--- src/pan_pkg.sv ---
package pan_pkg;

  // Register indices of the management map (one 32-bit word each).
  localparam logic [7:0]  REG_CONTROL   = 8'h00;
  localparam logic [7:0]  REG_STATUS    = 8'h01;
  localparam logic [7:0]  REG_ADVERT    = 8'h04;
  localparam logic [7:0]  REG_PARTNER   = 8'h05;
  localparam logic [7:0]  REG_IRQ_CTRL  = 8'h10;
  localparam logic [7:0]  REG_EVT_STAT  = 8'h11;
  localparam logic [7:0]  REG_EVT_MASK  = 8'h12;

  // Control register fields.
  localparam int CTL_PCS_RESET   = 15;
  localparam int CTL_AN_ENABLE   = 12;
  localparam int CTL_AN_RESTART  = 9;
  localparam int CTL_SGMII_MODE  = 0;
  localparam int CTL_MGMT_ENABLE = 1;
  localparam logic [15:0] CONTROL_RESET = 16'h1002;

  // Status register fields.
  localparam int STS_AN_COMPLETE = 5;
  localparam int STS_AN_ABILITY  = 3;

  // Advertisement layout, shared with the partner ability register.
  localparam logic [15:0] ADVERT_WMASK  = 16'hB1A0;
  localparam logic [15:0] ADVERT_RESET  = 16'h01A0;
  localparam logic [15:0] SGMII_MASK    = 16'hFFFF;
  localparam int ADV_FAULT_LO = 12;

  // Interrupt control fields.
  localparam int IRQ_STATUS = 1;
  localparam int IRQ_ENABLE = 0;

  // Event bits of the sticky status register.
  localparam int EVT_COMPLETE = 0;
  localparam int EVT_SYNC_LOST = 1;
  localparam int EVT_PAGE_RX  = 2;
  localparam int EVT_WIDTH    = 3;

  // Link timer figures.
  localparam real CLK_MHZ          = 200.0;
  localparam real TIMER_X_MIN_MS   = 10.354;
  localparam real TIMER_SG_MIN_MS  = 1.606;
  localparam int  TIMER_X_CYCLES   =
    int'($ceil(TIMER_X_MIN_MS * CLK_MHZ * 1000.0));
  localparam int  TIMER_SG_CYCLES  =
    int'($ceil(TIMER_SG_MIN_MS * CLK_MHZ * 1000.0));

  typedef enum logic [3:0] {
    AN_IDLE     = 4'b0001,
    AN_ADVERT   = 4'b0010,
    AN_ACK      = 4'b0100,
    AN_COMPLETE = 4'b1000
  } pan_state_type;

  typedef struct packed {
    logic        valid;
    logic        ack;
    logic [15:0] word;
  } pan_page_type;

endpackage : pan_pkg

--- src/pan_autoneg.sv ---
// Operation
// RULE_01: Negotiate only when negotiation enable and management enable are set.
// RULE_02: Start negotiation after power-up, reset and management enabling.
// RULE_03: Restart negotiation when receive synchronization is lost.
// RULE_04: Enter negotiation when the partner begins an exchange.
// RULE_05: Restart on software restart request or sublayer reset bit.
// RULE_06: Transmit the advertisement register contents to the partner.
// RULE_07: Capture partner abilities in the advertisement field layout.
// RULE_08: Set the completion status bit when a cycle completes.
// RULE_09: Non-SGMII link timer lasts 10.354 ms to 10.387 ms.
// RULE_10: SGMII link timer lasts 1.606 ms to 1.638 ms.
// RULE_11: In SGMII mode exchange speed as well as duplex.
// RULE_12: The SGMII PHY passes its medium results through this exchange.
// RULE_13: Disabled interrupt keeps the interrupt output low.
// RULE_14: Enabled interrupt drives the output high on completion.
// RULE_15: Interrupt stays high until software writes zero to its status.
// RULE_16: Negotiation exists only with the management interface present.
// RULE_17: Disabled interrupt forces the interrupt status bit to zero.
// RULE_18: Completion bit reads one once complete, zero otherwise.
// RULE_19: Timer length follows the mode: SGMII or the other duration.
`timescale 1ns/100ps
module pan_autoneg
  import pan_pkg::*;
#(
  parameter int TIMER_X_LEN  = TIMER_X_CYCLES,
  parameter int TIMER_SG_LEN = TIMER_SG_CYCLES
) (
  // Clock and reset.
  input  wire logic        clk_sys_in,
  input  wire logic        rst_n_in,
  // Register port.
  input  wire logic [7:0]  reg_addr_in,
  input  wire logic [31:0] reg_wdata_in,
  input  wire logic        reg_write_in,
  input  wire logic        reg_read_in,
  output logic      [31:0] reg_rdata_out,
  // Link side.
  input  wire logic        rx_sync_in,
  input  wire pan_page_type rx_page_in,
  output pan_page_type     tx_page_out,
  // Status and interrupts.
  output logic             an_complete_out,
  output logic             negotiation_irq_out,
  output logic             event_irq_out
);

  logic [15:0]   control;
  logic [15:0]   advert;
  logic [15:0]   partner;
  logic          irq_enable;
  logic          irq_status;
  logic [EVT_WIDTH-1:0] evt_stat;
  logic [EVT_WIDTH-1:0] evt_mask;
  logic          an_complete;
  logic          sync_prev;
  logic          mgmt_prev;
  logic          partner_prev;
  logic          restart_req;
  logic          boot_pending;
  pan_state_type state;
  logic [31:0]   timer;
  logic          page_rx;
  logic          done_pulse;
  logic          start_cond;
  logic          an_active;
  logic [31:0]   timer_len;

  function automatic logic wr_hit(input logic [7:0] idx);
    wr_hit = reg_write_in && (reg_addr_in == idx);
  endfunction : wr_hit

  assign an_active  = control[CTL_AN_ENABLE]
                      && control[CTL_MGMT_ENABLE]; // RULE_01 RULE_16
  assign timer_len  = control[CTL_SGMII_MODE] ? 32'(TIMER_SG_LEN)
                      : 32'(TIMER_X_LEN); // RULE_19 RULE_09 RULE_10
  assign start_cond = boot_pending // RULE_02
                      || (control[CTL_MGMT_ENABLE] && !mgmt_prev) // RULE_02
                      || (sync_prev && !rx_sync_in) // RULE_03
                      || (rx_page_in.valid && !rx_page_in.ack
                          && !partner_prev) // RULE_04
                      || restart_req; // RULE_05
  assign page_rx    = rx_page_in.valid && state != AN_IDLE;
  assign done_pulse = (state == AN_ACK) && (timer == 32'h0)
                      && rx_page_in.valid && rx_page_in.ack;

  // Software-writable control; restart and reset bits self-clear.
  always_ff @(posedge clk_sys_in or negedge rst_n_in) begin
    if (!rst_n_in) begin
      control     <= CONTROL_RESET;
      restart_req <= 1'b0;
    end else begin
      restart_req <= 1'b0;
      if (wr_hit(REG_CONTROL)) begin
        control <= reg_wdata_in[15:0] & ~16'h8200;
        restart_req <= reg_wdata_in[CTL_AN_RESTART]
                       || reg_wdata_in[CTL_PCS_RESET]; // RULE_05
      end
    end
  end

  // Edge history for start conditions.
  always_ff @(posedge clk_sys_in or negedge rst_n_in) begin
    if (!rst_n_in) begin
      sync_prev    <= 1'b0;
      mgmt_prev    <= 1'b0;
      partner_prev <= 1'b0;
      boot_pending <= 1'b1;
    end else begin
      sync_prev    <= rx_sync_in;
      mgmt_prev    <= control[CTL_MGMT_ENABLE];
      partner_prev <= rx_page_in.valid;
      if (an_active) begin
        boot_pending <= 1'b0;
      end
    end
  end

  // Advertisement; the fault field clears once negotiation completes.
  always_ff @(posedge clk_sys_in or negedge rst_n_in) begin
    if (!rst_n_in) begin
      advert <= ADVERT_RESET;
    end else if (wr_hit(REG_ADVERT)) begin
      advert <= reg_wdata_in[15:0] & ADVERT_WMASK;
    end else if (done_pulse) begin
      advert[ADV_FAULT_LO+1:ADV_FAULT_LO] <= 2'h0;
    end
  end

  // Negotiation sequencer paced by the link timer.
  always_ff @(posedge clk_sys_in or negedge rst_n_in) begin
    if (!rst_n_in) begin
      state       <= AN_IDLE;
      timer       <= 32'h0;
      an_complete <= 1'b0;
    end else if (!an_active) begin
      state       <= AN_IDLE;
      timer       <= 32'h0;
      an_complete <= 1'b0;
    end else if (start_cond) begin
      state       <= AN_ADVERT;
      timer       <= timer_len - 32'h1;
      an_complete <= 1'b0;
    end else begin
      if (timer != 32'h0) begin
        timer <= timer - 32'h1;
      end
      case (state)
        AN_IDLE: begin
          state <= AN_IDLE;
        end
        AN_ADVERT: begin
          if (timer == 32'h0 && page_rx) begin
            state <= AN_ACK;
            timer <= timer_len - 32'h1;
          end
        end
        AN_ACK: begin
          if (done_pulse) begin
            state       <= AN_COMPLETE;
            an_complete <= 1'b1; // RULE_08 RULE_18
          end
        end
        AN_COMPLETE: begin
          state <= AN_COMPLETE;
        end
        default: begin
          state <= AN_IDLE;
        end
      endcase
    end
  end

  // Partner abilities; SGMII pages carry speed and duplex bits too.
  always_ff @(posedge clk_sys_in or negedge rst_n_in) begin
    if (!rst_n_in) begin
      partner <= 16'h0000;
    end else if (page_rx) begin
      partner <= rx_page_in.word & (control[CTL_SGMII_MODE] ? SGMII_MASK
                 : (ADVERT_WMASK | 16'h4040)); // RULE_07 RULE_11 RULE_12
    end
  end

  // Transmitted page mirrors the advertisement register.
  always_ff @(posedge clk_sys_in or negedge rst_n_in) begin
    if (!rst_n_in) begin
      tx_page_out <= '0;
    end else begin
      tx_page_out.valid <= an_active && state != AN_IDLE;
      tx_page_out.ack   <= state == AN_ACK || state == AN_COMPLETE;
      tx_page_out.word  <= advert; // RULE_06
    end
  end

  // Negotiation interrupt control; a completion wins over a clear.
  always_ff @(posedge clk_sys_in or negedge rst_n_in) begin
    if (!rst_n_in) begin
      irq_enable <= 1'b1;
      irq_status <= 1'b0;
    end else begin
      if (wr_hit(REG_IRQ_CTRL)) begin
        irq_enable <= reg_wdata_in[IRQ_ENABLE];
      end
      if (!irq_enable) begin
        irq_status <= 1'b0; // RULE_17 RULE_13
      end else if (done_pulse) begin
        irq_status <= 1'b1; // RULE_14
      end else if (wr_hit(REG_IRQ_CTRL) && !reg_wdata_in[IRQ_STATUS]) begin
        irq_status <= 1'b0; // RULE_15
      end
    end
  end

  // Sticky event bits, write one to clear; a new event wins.
  always_ff @(posedge clk_sys_in or negedge rst_n_in) begin
    if (!rst_n_in) begin
      evt_stat <= '0;
      evt_mask <= '0;
    end else begin
      if (wr_hit(REG_EVT_MASK)) begin
        evt_mask <= reg_wdata_in[EVT_WIDTH-1:0];
      end
      evt_stat <= (evt_stat & ~(wr_hit(REG_EVT_STAT)
                   ? reg_wdata_in[EVT_WIDTH-1:0] : '0))
                  | {page_rx, sync_prev && !rx_sync_in, done_pulse};
    end
  end

  // Registered outputs.
  always_ff @(posedge clk_sys_in or negedge rst_n_in) begin
    if (!rst_n_in) begin
      an_complete_out     <= 1'b0;
      negotiation_irq_out <= 1'b0;
      event_irq_out       <= 1'b0;
    end else begin
      an_complete_out     <= an_complete;
      negotiation_irq_out <= irq_status && irq_enable; // RULE_13 RULE_15
      event_irq_out       <= |(evt_stat & evt_mask);
    end
  end

  // Read data one cycle after the strobe; unmapped reads return zero.
  always_ff @(posedge clk_sys_in or negedge rst_n_in) begin
    if (!rst_n_in) begin
      reg_rdata_out <= 32'h0;
    end else if (reg_read_in) begin
      case (reg_addr_in)
        REG_CONTROL:  reg_rdata_out <= {16'h0, control};
        REG_STATUS:   reg_rdata_out <= {26'h0, an_complete, 1'b0, 1'b1,
                                        rx_sync_in && an_complete,
                                        2'h0}; // RULE_18
        REG_ADVERT:   reg_rdata_out <= {16'h0, advert};
        REG_PARTNER:  reg_rdata_out <= {16'h0, partner};
        REG_IRQ_CTRL: reg_rdata_out <= {30'h0, irq_status, irq_enable};
        REG_EVT_STAT: reg_rdata_out <= {29'h0, evt_stat};
        REG_EVT_MASK: reg_rdata_out <= {29'h0, evt_mask};
        default:      reg_rdata_out <= 32'h0;
      endcase
    end else begin
      reg_rdata_out <= 32'h0;
    end
  end

endmodule : pan_autoneg

--- config.mk ---
export PLATFORM = sky130hd
export DESIGN_NAME = pan_autoneg
export DESIGN_NICKNAME = d
export VERILOG_FILES = /design/src/pan_pkg.sv /design/src/pan_autoneg.sv
export SDC_FILE = /design/constraint.sdc
export NUM_CORES = 1
export LEC_CHECK = 0
export ABC_AREA = 0
export BUFFER_PORTS_ARGS = -buffer_cell sky130_fd_sc_hd__buf_2
export CAP_MARGIN = 20
export CORE_MARGIN = 2
export CORE_UTILIZATION = 30
export CTS_CLUSTER_DIAMETER = 30
export CTS_CLUSTER_SIZE = 28
export DETAILED_ROUTE_END_ITERATION = 6
export HOLD_SLACK_MARGIN = 0.02
export PLACE_DENSITY = 0.54
export SETUP_SLACK_MARGIN = 0.15
export SLEW_MARGIN = 25
export SYNTH_ARGS = -nofsm -noshare
export SYNTH_HDL_FRONTEND = slang
export SYNTH_SLANG_ARGS = --single-unit
--- constraint.sdc ---
create_clock -name clk_sys_in -period 6 [get_ports clk_sys_in]
set_input_delay 0 -clock clk_sys_in [delete_from_list [all_inputs] [get_ports clk_sys_in]]
set_output_delay 0 -clock clk_sys_in [all_outputs]
set_load 0.01 [all_outputs]
==> key figures, run 1 <==
Run status
  • Status: completed

Placed design
  • Placed instance count: 769
  • Post-DP Area: slightly below 6000 um2
  • Gpl congestion: a little under 0.8
  • IO buf count: 73
  • DP Wirelength: 8.70 mm

Detailed routing
  • ANT nets after route: 0
  • Routed len/inst: 15.6 um
  • Via Count: 4110
  • Total wire length: 13.1 mm
  • Detailed Route Iter0 Violations: 239
  • First drt pass iteration count: 5
  • Number of remaining DRC errors: 0
  • Via density per instance: 4.90

Clock tree
  • Max H-tree Level: 4
  • CTS clk-pin slew, worst paths: around 50 ps
  • Post_cts resized: 0
  • Number of setup buffers added after CTS: 0
  • Clock Tree Buf Depth: 2
  • CTS tree: done
  • CTS Hold Buffers Added: 39
  • Sink Count: 113
  • Number of buffers created by CTS: 17
  • Clock latency on the worst-skew pair: about 400 ps
  • Root Driver: clkbuf_16

Timing
  • Clock Skew: about 9.5 ps
  • Max-slew violations: 0
  • Setup TNS: 0 ps
  • Final hold vios: 0
  • Final setup vio count: 0
  • Period utilization: 0.542
  • Worst-Margin Slew: 874 ps
  • Min Tclk post-route: between 3000 and 4000 ps
  • Slew HR: 0.416
  • RSZ-0062 raised after global routing: no
  • Fmax: 0.307 GHz

Floorplan
  • Row Count: 49
  • Starting Density: 0.304
  • Full die area: 19200 um2
  • CORE AREA: 17900 um2
  • I/O pins: between 100 and 150
  • Chip Height: 139 um
  • Chip width: 139 um

Critical path
  • Setup crit start kind: register
  • Delay-heaviest family, CP: compound AO/OA/AOI/OAI gates
  • Worst Path Arrival: around 3500 ps
  • Worst Setup End Kind: register
  • WP data required: 6260 ps
  • Worst reg-to-reg setup slack: 2750 ps
  • Crit path buffers/inverters: 1
  • CP Cell Sequence: inv_1 -> ha_1 -> nor4b_1 -> nand4_2 -> o31a_2 -> o21ai_2 -> a21oi_1
  • Worst Setup SP: timer[0]
  • Critical Path Stages: 7
  • CP max stage cell: o31a_2
  • Worst-case reg-to-reg path depth: 7
  • Worst r2r src: timer[0]
  • Slowest cell delay on critical path: 740 ps
  • Worst R2R End: timer[20]
  • Critical Path End: timer[20]
  • Crit path max fanout: 25
  • Crit Path Class: register to register

Synthesis
  • Synth top cells by count: 105 x dfrtp_1, 35 x nor2_1, 33 x nand2_1
  • Avg Cell Area, Syn: 11.1 um2
  • Cell taking the most area after synthesis: dfrtp_1
  • Ys async rst share: 1.00
  • Distinct cells, synth: 68
  • Synth area leaders: dfrtp_1 48%, mux2_2 5.4%, dfstp_2 3.9%, buf_4 3.6%, xor2_1 2.9%
  • YS warnings: 0
  • Post-synthesis sequential area ratio: 0.521
  • Post-synth top area share: 0.482
  • Synthesized flop and latch total: between 100 and 150
  • Top_reg_cell synth: dfrtp_1
  • Most common cell in the synthesized netlist: dfrtp_1
  • Post-Syn Area: 5450 um2
  • Post-synth EDFFs: 0
  • Gate Count Post-Synth: 490

Power and ir drop
  • Clock Power Share: 0.551
  • Switching Share: 0.207
  • P_int: 1.60 mW
  • VDD IR max: 0.153 mV
  • Lkg Pwr: 3.18 nW
  • NetSw: ~0.42 mW
  • Share of power burned in combinational logic: 0.056
  • Cell Pwr Density: slightly below 300 nW/um2
  • Seq pwr share: 0.393

Cells and area
  • Layout cells sized above 1: 0.287
  • Final #Nets: 663
  • Ant diodes: 0
  • Fin area: 6940 um2
  • Fin cells: 839
  • Layout area overhead: 27.5%
  • Final core occ: 0.388

GRT
  • Gr usage total: 0.139
  • Largest net degree at the start of global routing: 60
  • Vias in the first global route: ~4200
  • Initial antenna violation count: 0
  • GR Overflow Total: 0
  • First-pass GRT wire length: 21.5 mm

Job
  • Max-cap viol count: 0

Min path
  • Hold WC Path Type: input port to register
==> tightest hold or removal path: stages <==
cell	delay, ps
buf_2	80
or4_4	150
nor3_2	60
and3_1	150
==> worst min path at each step <==
stage / startpoint / to / depth (start not counted)
floorplan: rst_n_in / advert[12] / 0
global placement: rst_n_in / reg_rdata_out[1] / 1
detailed placement: rst_n_in / event_irq_out / 1
CTS: reg_addr_in[7] / reg_rdata_out[3] / 4
global route: reg_addr_in[3] / reg_rdata_out[3] / 4
finish: reg_addr_in[6] / reg_rdata_out[3] / 4
==> cells by family (layout without fill, tap and decap cells) <==
logic type	after synthesis	after routing	share of synthesized area
compound gates	98	98	0.124
xor+xnor	25	25	0.0402
fa+ha+maj	2	2	0.00459
buf+inv	58	153	0.0639
flops	113	113	0.521
mux	33	33	0.0705
other cells	1	26	0.000689
simple gates	160	160	0.175
==> cell usage in the layout (no fill, tap or decap), types with 11 or more instances in the layout <==
cell type / n
a21oi_1: 23
buf_2: 72
clkbuf_16: 17
conb_1: 26
dfrtp_1: 105
dlygate4sd3_1: 39
mux2_2: 26
nand2_1: 33
nor2_1: 35
nor3_1: 11
o21ai_0: 23
xor2_1: 18
==> power groups by stage <==
stage	logic, mW	registers, mW	clock network (mW)
after floorplan	0.0603	0.802	0
after global placement	0.0915	0.804	0
after detailed placement	0.0930	0.805	0
after CTS	0.114	0.792	1.13
after global routing	0.125	0.794	1.16
final	0.112	0.792	1.11
==> through the flow <==
step                hold WS [ps]  setup slack (ps)  total power [mW]
floorplan                   -296              3990             0.862
global placement            95.0              2930             0.896
detailed placement           107              2860             0.898
CTS                         54.9              2820              2.04
global route                75.5              2550              2.08
finish                      75.5              2750              2.01
==> state kept, by name, indices dropped and copies added (netlist names), 3 cells and up <==
signal,count
evt_mask,3
timer,32
control,14
advert,6
partner,16
tx_page_out,8
reg_rdata_out,16
evt_stat,3
state,4
==> layer usage <==
metal,track usage,share of wire,vias to the layer above,routed length (um)
li1,-,-,1946,-
met1,0.176,0.45,2016,5960
met2,0.231,0.48,129,6290
met3,0.0356,0.053,19,691
met4,0.0510,0.014,0,183
met5,0,0,-,0
==> layout make-up <==
| class | count | area (um2) |
|---|---|---|
| fillers | 1726 | 11000 |
| multi-input cells | 344 | 2360 |
| repair buffers | 114 | 773 |
| clock inverters | 10 | 181 |
| flip-flops and latches | 113 | 2840 |
| inverters | 8 | 30.0 |
| well taps | 229 | 287 |
| clock buffers | 21 | 470 |
Power figures use the tool's default switching activity.
==> run 2, diff against run 1 <==
==> constraint.sdc (replaced) <==
create_clock -name clk_sys_in -period 3.02 [get_ports clk_sys_in]
set_input_delay 0 -clock clk_sys_in [delete_from_list [all_inputs] [get_ports clk_sys_in]]
set_output_delay 0 -clock clk_sys_in [all_outputs]
set_load 0.01 [all_outputs]
==> run 2 against run 1 <==
Against the previous run:
- final cell count increased by 0.83%
- hold slack got worse by 2.0 ps
- combinational power increased by 100%
- sequential share of layout area is essentially flat
- routed wire length down 2.0%
- clock power increased by 86%
- clock skew decreased by 2.4 ps
- largest power group unchanged
- non-clock buffer count increased by 6
==> key figures, run 2 (synthesis gave the netlist of run 1 again) <==
Floorplan
  • Row Count: around 50
  • Full die area: 19200 um2
  • CORE AREA: 17900 um2
  • I/O pins: ~120
  • Chip Height: 139 um
  • Starting Density: 0.304
  • Chip width: roughly 140 um

Detailed routing
  • ANT nets after route: 0
  • Via Count: just over 4000
  • Met1 wire length: 5.84 mm
  • Via density per instance: 4.85
  • DR top layer: met4
  • Routed wl met3: 746 um
  • Number of remaining DRC errors: 0
  • First drt pass iteration count: 5
  • Detailed Route Iter0 Violations: between 150 and 200
  • WL met2: 6.21 mm
  • Total wire length: 12.9 mm
  • Routed len/inst: 15.2 um

Cells and area
  • Commonest non-fill, non-tap cell in the layout: dfrtp_1
  • Max reg flops: 32
  • Most frequent cells in the layout: 105 x dfrtp_1, 72 x buf_2, 38 x dlygate4sd3_1, 35 x nor2_1, 33 x nand2_1
  • Final core occ: 0.388
  • Layout cells sized above 1: 0.290
  • Largest reg by FF count: timer
  • Final #Nets: between 600 and 700
  • Fin area: approximately 6900 um2
  • Ant diodes: 0
  • Biggest regs: timer (32), partner (16), reg_rdata_out (16)
  • Layout area overhead: 27.6%

Job
  • Max-cap viol count: 0

Power and ir drop
  • Cell Pwr Density: 556 nW/um2
  • VDD IR max: 0.341 mV
  • Lkg Pwr: 3.19 nW

Clock tree
  • CTS clk-pin slew, worst paths: 50 ps
  • Root Driver: clkbuf_16
  • Clock latency on the worst-skew pair: 410 ps
  • Sink Count: 113
  • Number of setup buffers added after CTS: 0
  • Post_cts resized: 0
  • Number of buffers created by CTS: 17
  • Clock Tree Buf Depth: 2
  • Max H-tree Level: 4
  • CTS tree: done

Timing
  • Max-slew violations: 0
  • Worst-Margin Slew: 759 ps
  • Final hold vios: 0
  • Setup TNS: 0 ps
  • Min Tclk post-route: 2490 ps
  • Fmax: between 0.4 and 0.5 GHz
  • Slew HR: 0.494
  • Clock Skew: 7.06 ps
  • RSZ-0062 raised after global routing: no
  • Period utilization: 0.823
  • Final setup vio count: 0

GRT
  • Gr usage total: 0.139
  • First-pass GRT wire length: 21.5 mm
  • GR Overflow Total: 0
  • Initial antenna violation count: 0
  • Vias in the first global route: 4117
  • Largest net degree at the start of global routing: 60

Run status
  • Status: completed

Critical path
  • Worst Setup End Kind: register
  • Delay-heaviest family, CP: simple AND/OR/NAND/NOR gates
  • Worst R2R End: timer[0]
  • WP data required: 3280 ps
  • Crit path max fanout: 24
  • Crit Path Class: register to register
  • Worst Path Arrival: 2750 ps
  • CP Cell Sequence: nor4_1 -> nand4_2 -> buf_4 -> or3_1 -> nand2_1 -> o32ai_2
  • Crit path buffers/inverters: 1
  • Worst reg-to-reg setup slack: 530 ps
  • Worst r2r src: timer[26]
  • Setup crit start kind: register
  • CP max stage cell: nor4_1
  • Slowest cell delay on critical path: 600 ps
  • Worst-case reg-to-reg path depth: 6

Min path
  • WHS Path Cells: 4
  • Worst hold endpoint: reg_rdata_out[3]
  • Hold Crit Start: reg_addr_in[6]
  • Hold WC Path Type: input port to register

Placed design
  • Post-DP Area: slightly below 6000 um2
  • DP Wirelength: just under 9 mm
  • Gpl congestion: 0.777
  • IO buf count: 73
-- run 2: changes by cell type in the layout (fill, tap and decap cells not counted), sizes merged --
cell,change
bufinv,-1
clkinv,+2
dlygate4sd3,-1
buf,+7
-- run 2: power by group --
group / leakage [nW] / internal, mW / switching (mW)
Clock: 0.301 / 1.39 / 0.669
Sequential: 1.52 / 1.55 / 0.0221
Combinational: 1.37 / 0.103 / 0.123
-- run 2: how the worst max path moves through the flow --
stage | start | end | slack [ps] | cells past startpoint
floorplan | timer[0] | advert[12] | 1010 | 8
global placement | timer[0] | timer[0] | 600 | 8
detailed placement | timer[26] | timer[0] | 550 | 6
CTS | timer[0] | timer[0] | 530 | 8
global route | timer[0] | timer[0] | 320 | 8
finish | timer[26] | timer[0] | 530 | 6
-- run 2: repair_timing --
item	4_1_cts	5_1_grt
setup endpoints to repair	0	0
hold buffers	38	0
endpoints found under the hold margin	101	0
-- run 2: final cells by class --
| class | count | area, um2 |
|---|---|---|
| Tap cell | 229 | 287 |
| Clock buffer | 21 | 450 |
| Timing Repair Buffer | 120 | 828 |
| Inverter | 8 | 30.0 |
| Sequential cell | 113 | 2840 |
| Clock inverter | 11 | 161 |
| Multi-Input combinational cell | 344 | 2350 |
| Fill cell | 1736 | 11000 |
-- run 2: through the flow --
step	cells	power, mW	setup slack (ps)	hold WS, ps
2_1_floorplan	515	1.71	1010	-296
3_3_place_gp	776	1.78	597	92.0
3_5_place_dp	776	1.79	553	91.9
4_1_cts	846	3.92	533	51.1
5_1_grt	846	4.02	321	82.9
6_report	846	3.86	535	73.5
-- run 2: worst min-delay path: cells and delay by family --
kind	cells	cell delay, ps
simple gates	3	360
buf+inv	1	70
-- run 2: layer usage --
| metal | track usage | vias to the layer above |
|---|---|---|
| met5 | 0 | - |
| met4 | 0.0441 | 0 |
| met3 | 0.0418 | 7 |
| met2 | 0.223 | 124 |
| met1 | 0.181 | 2012 |
| li1 | - | 1958 |
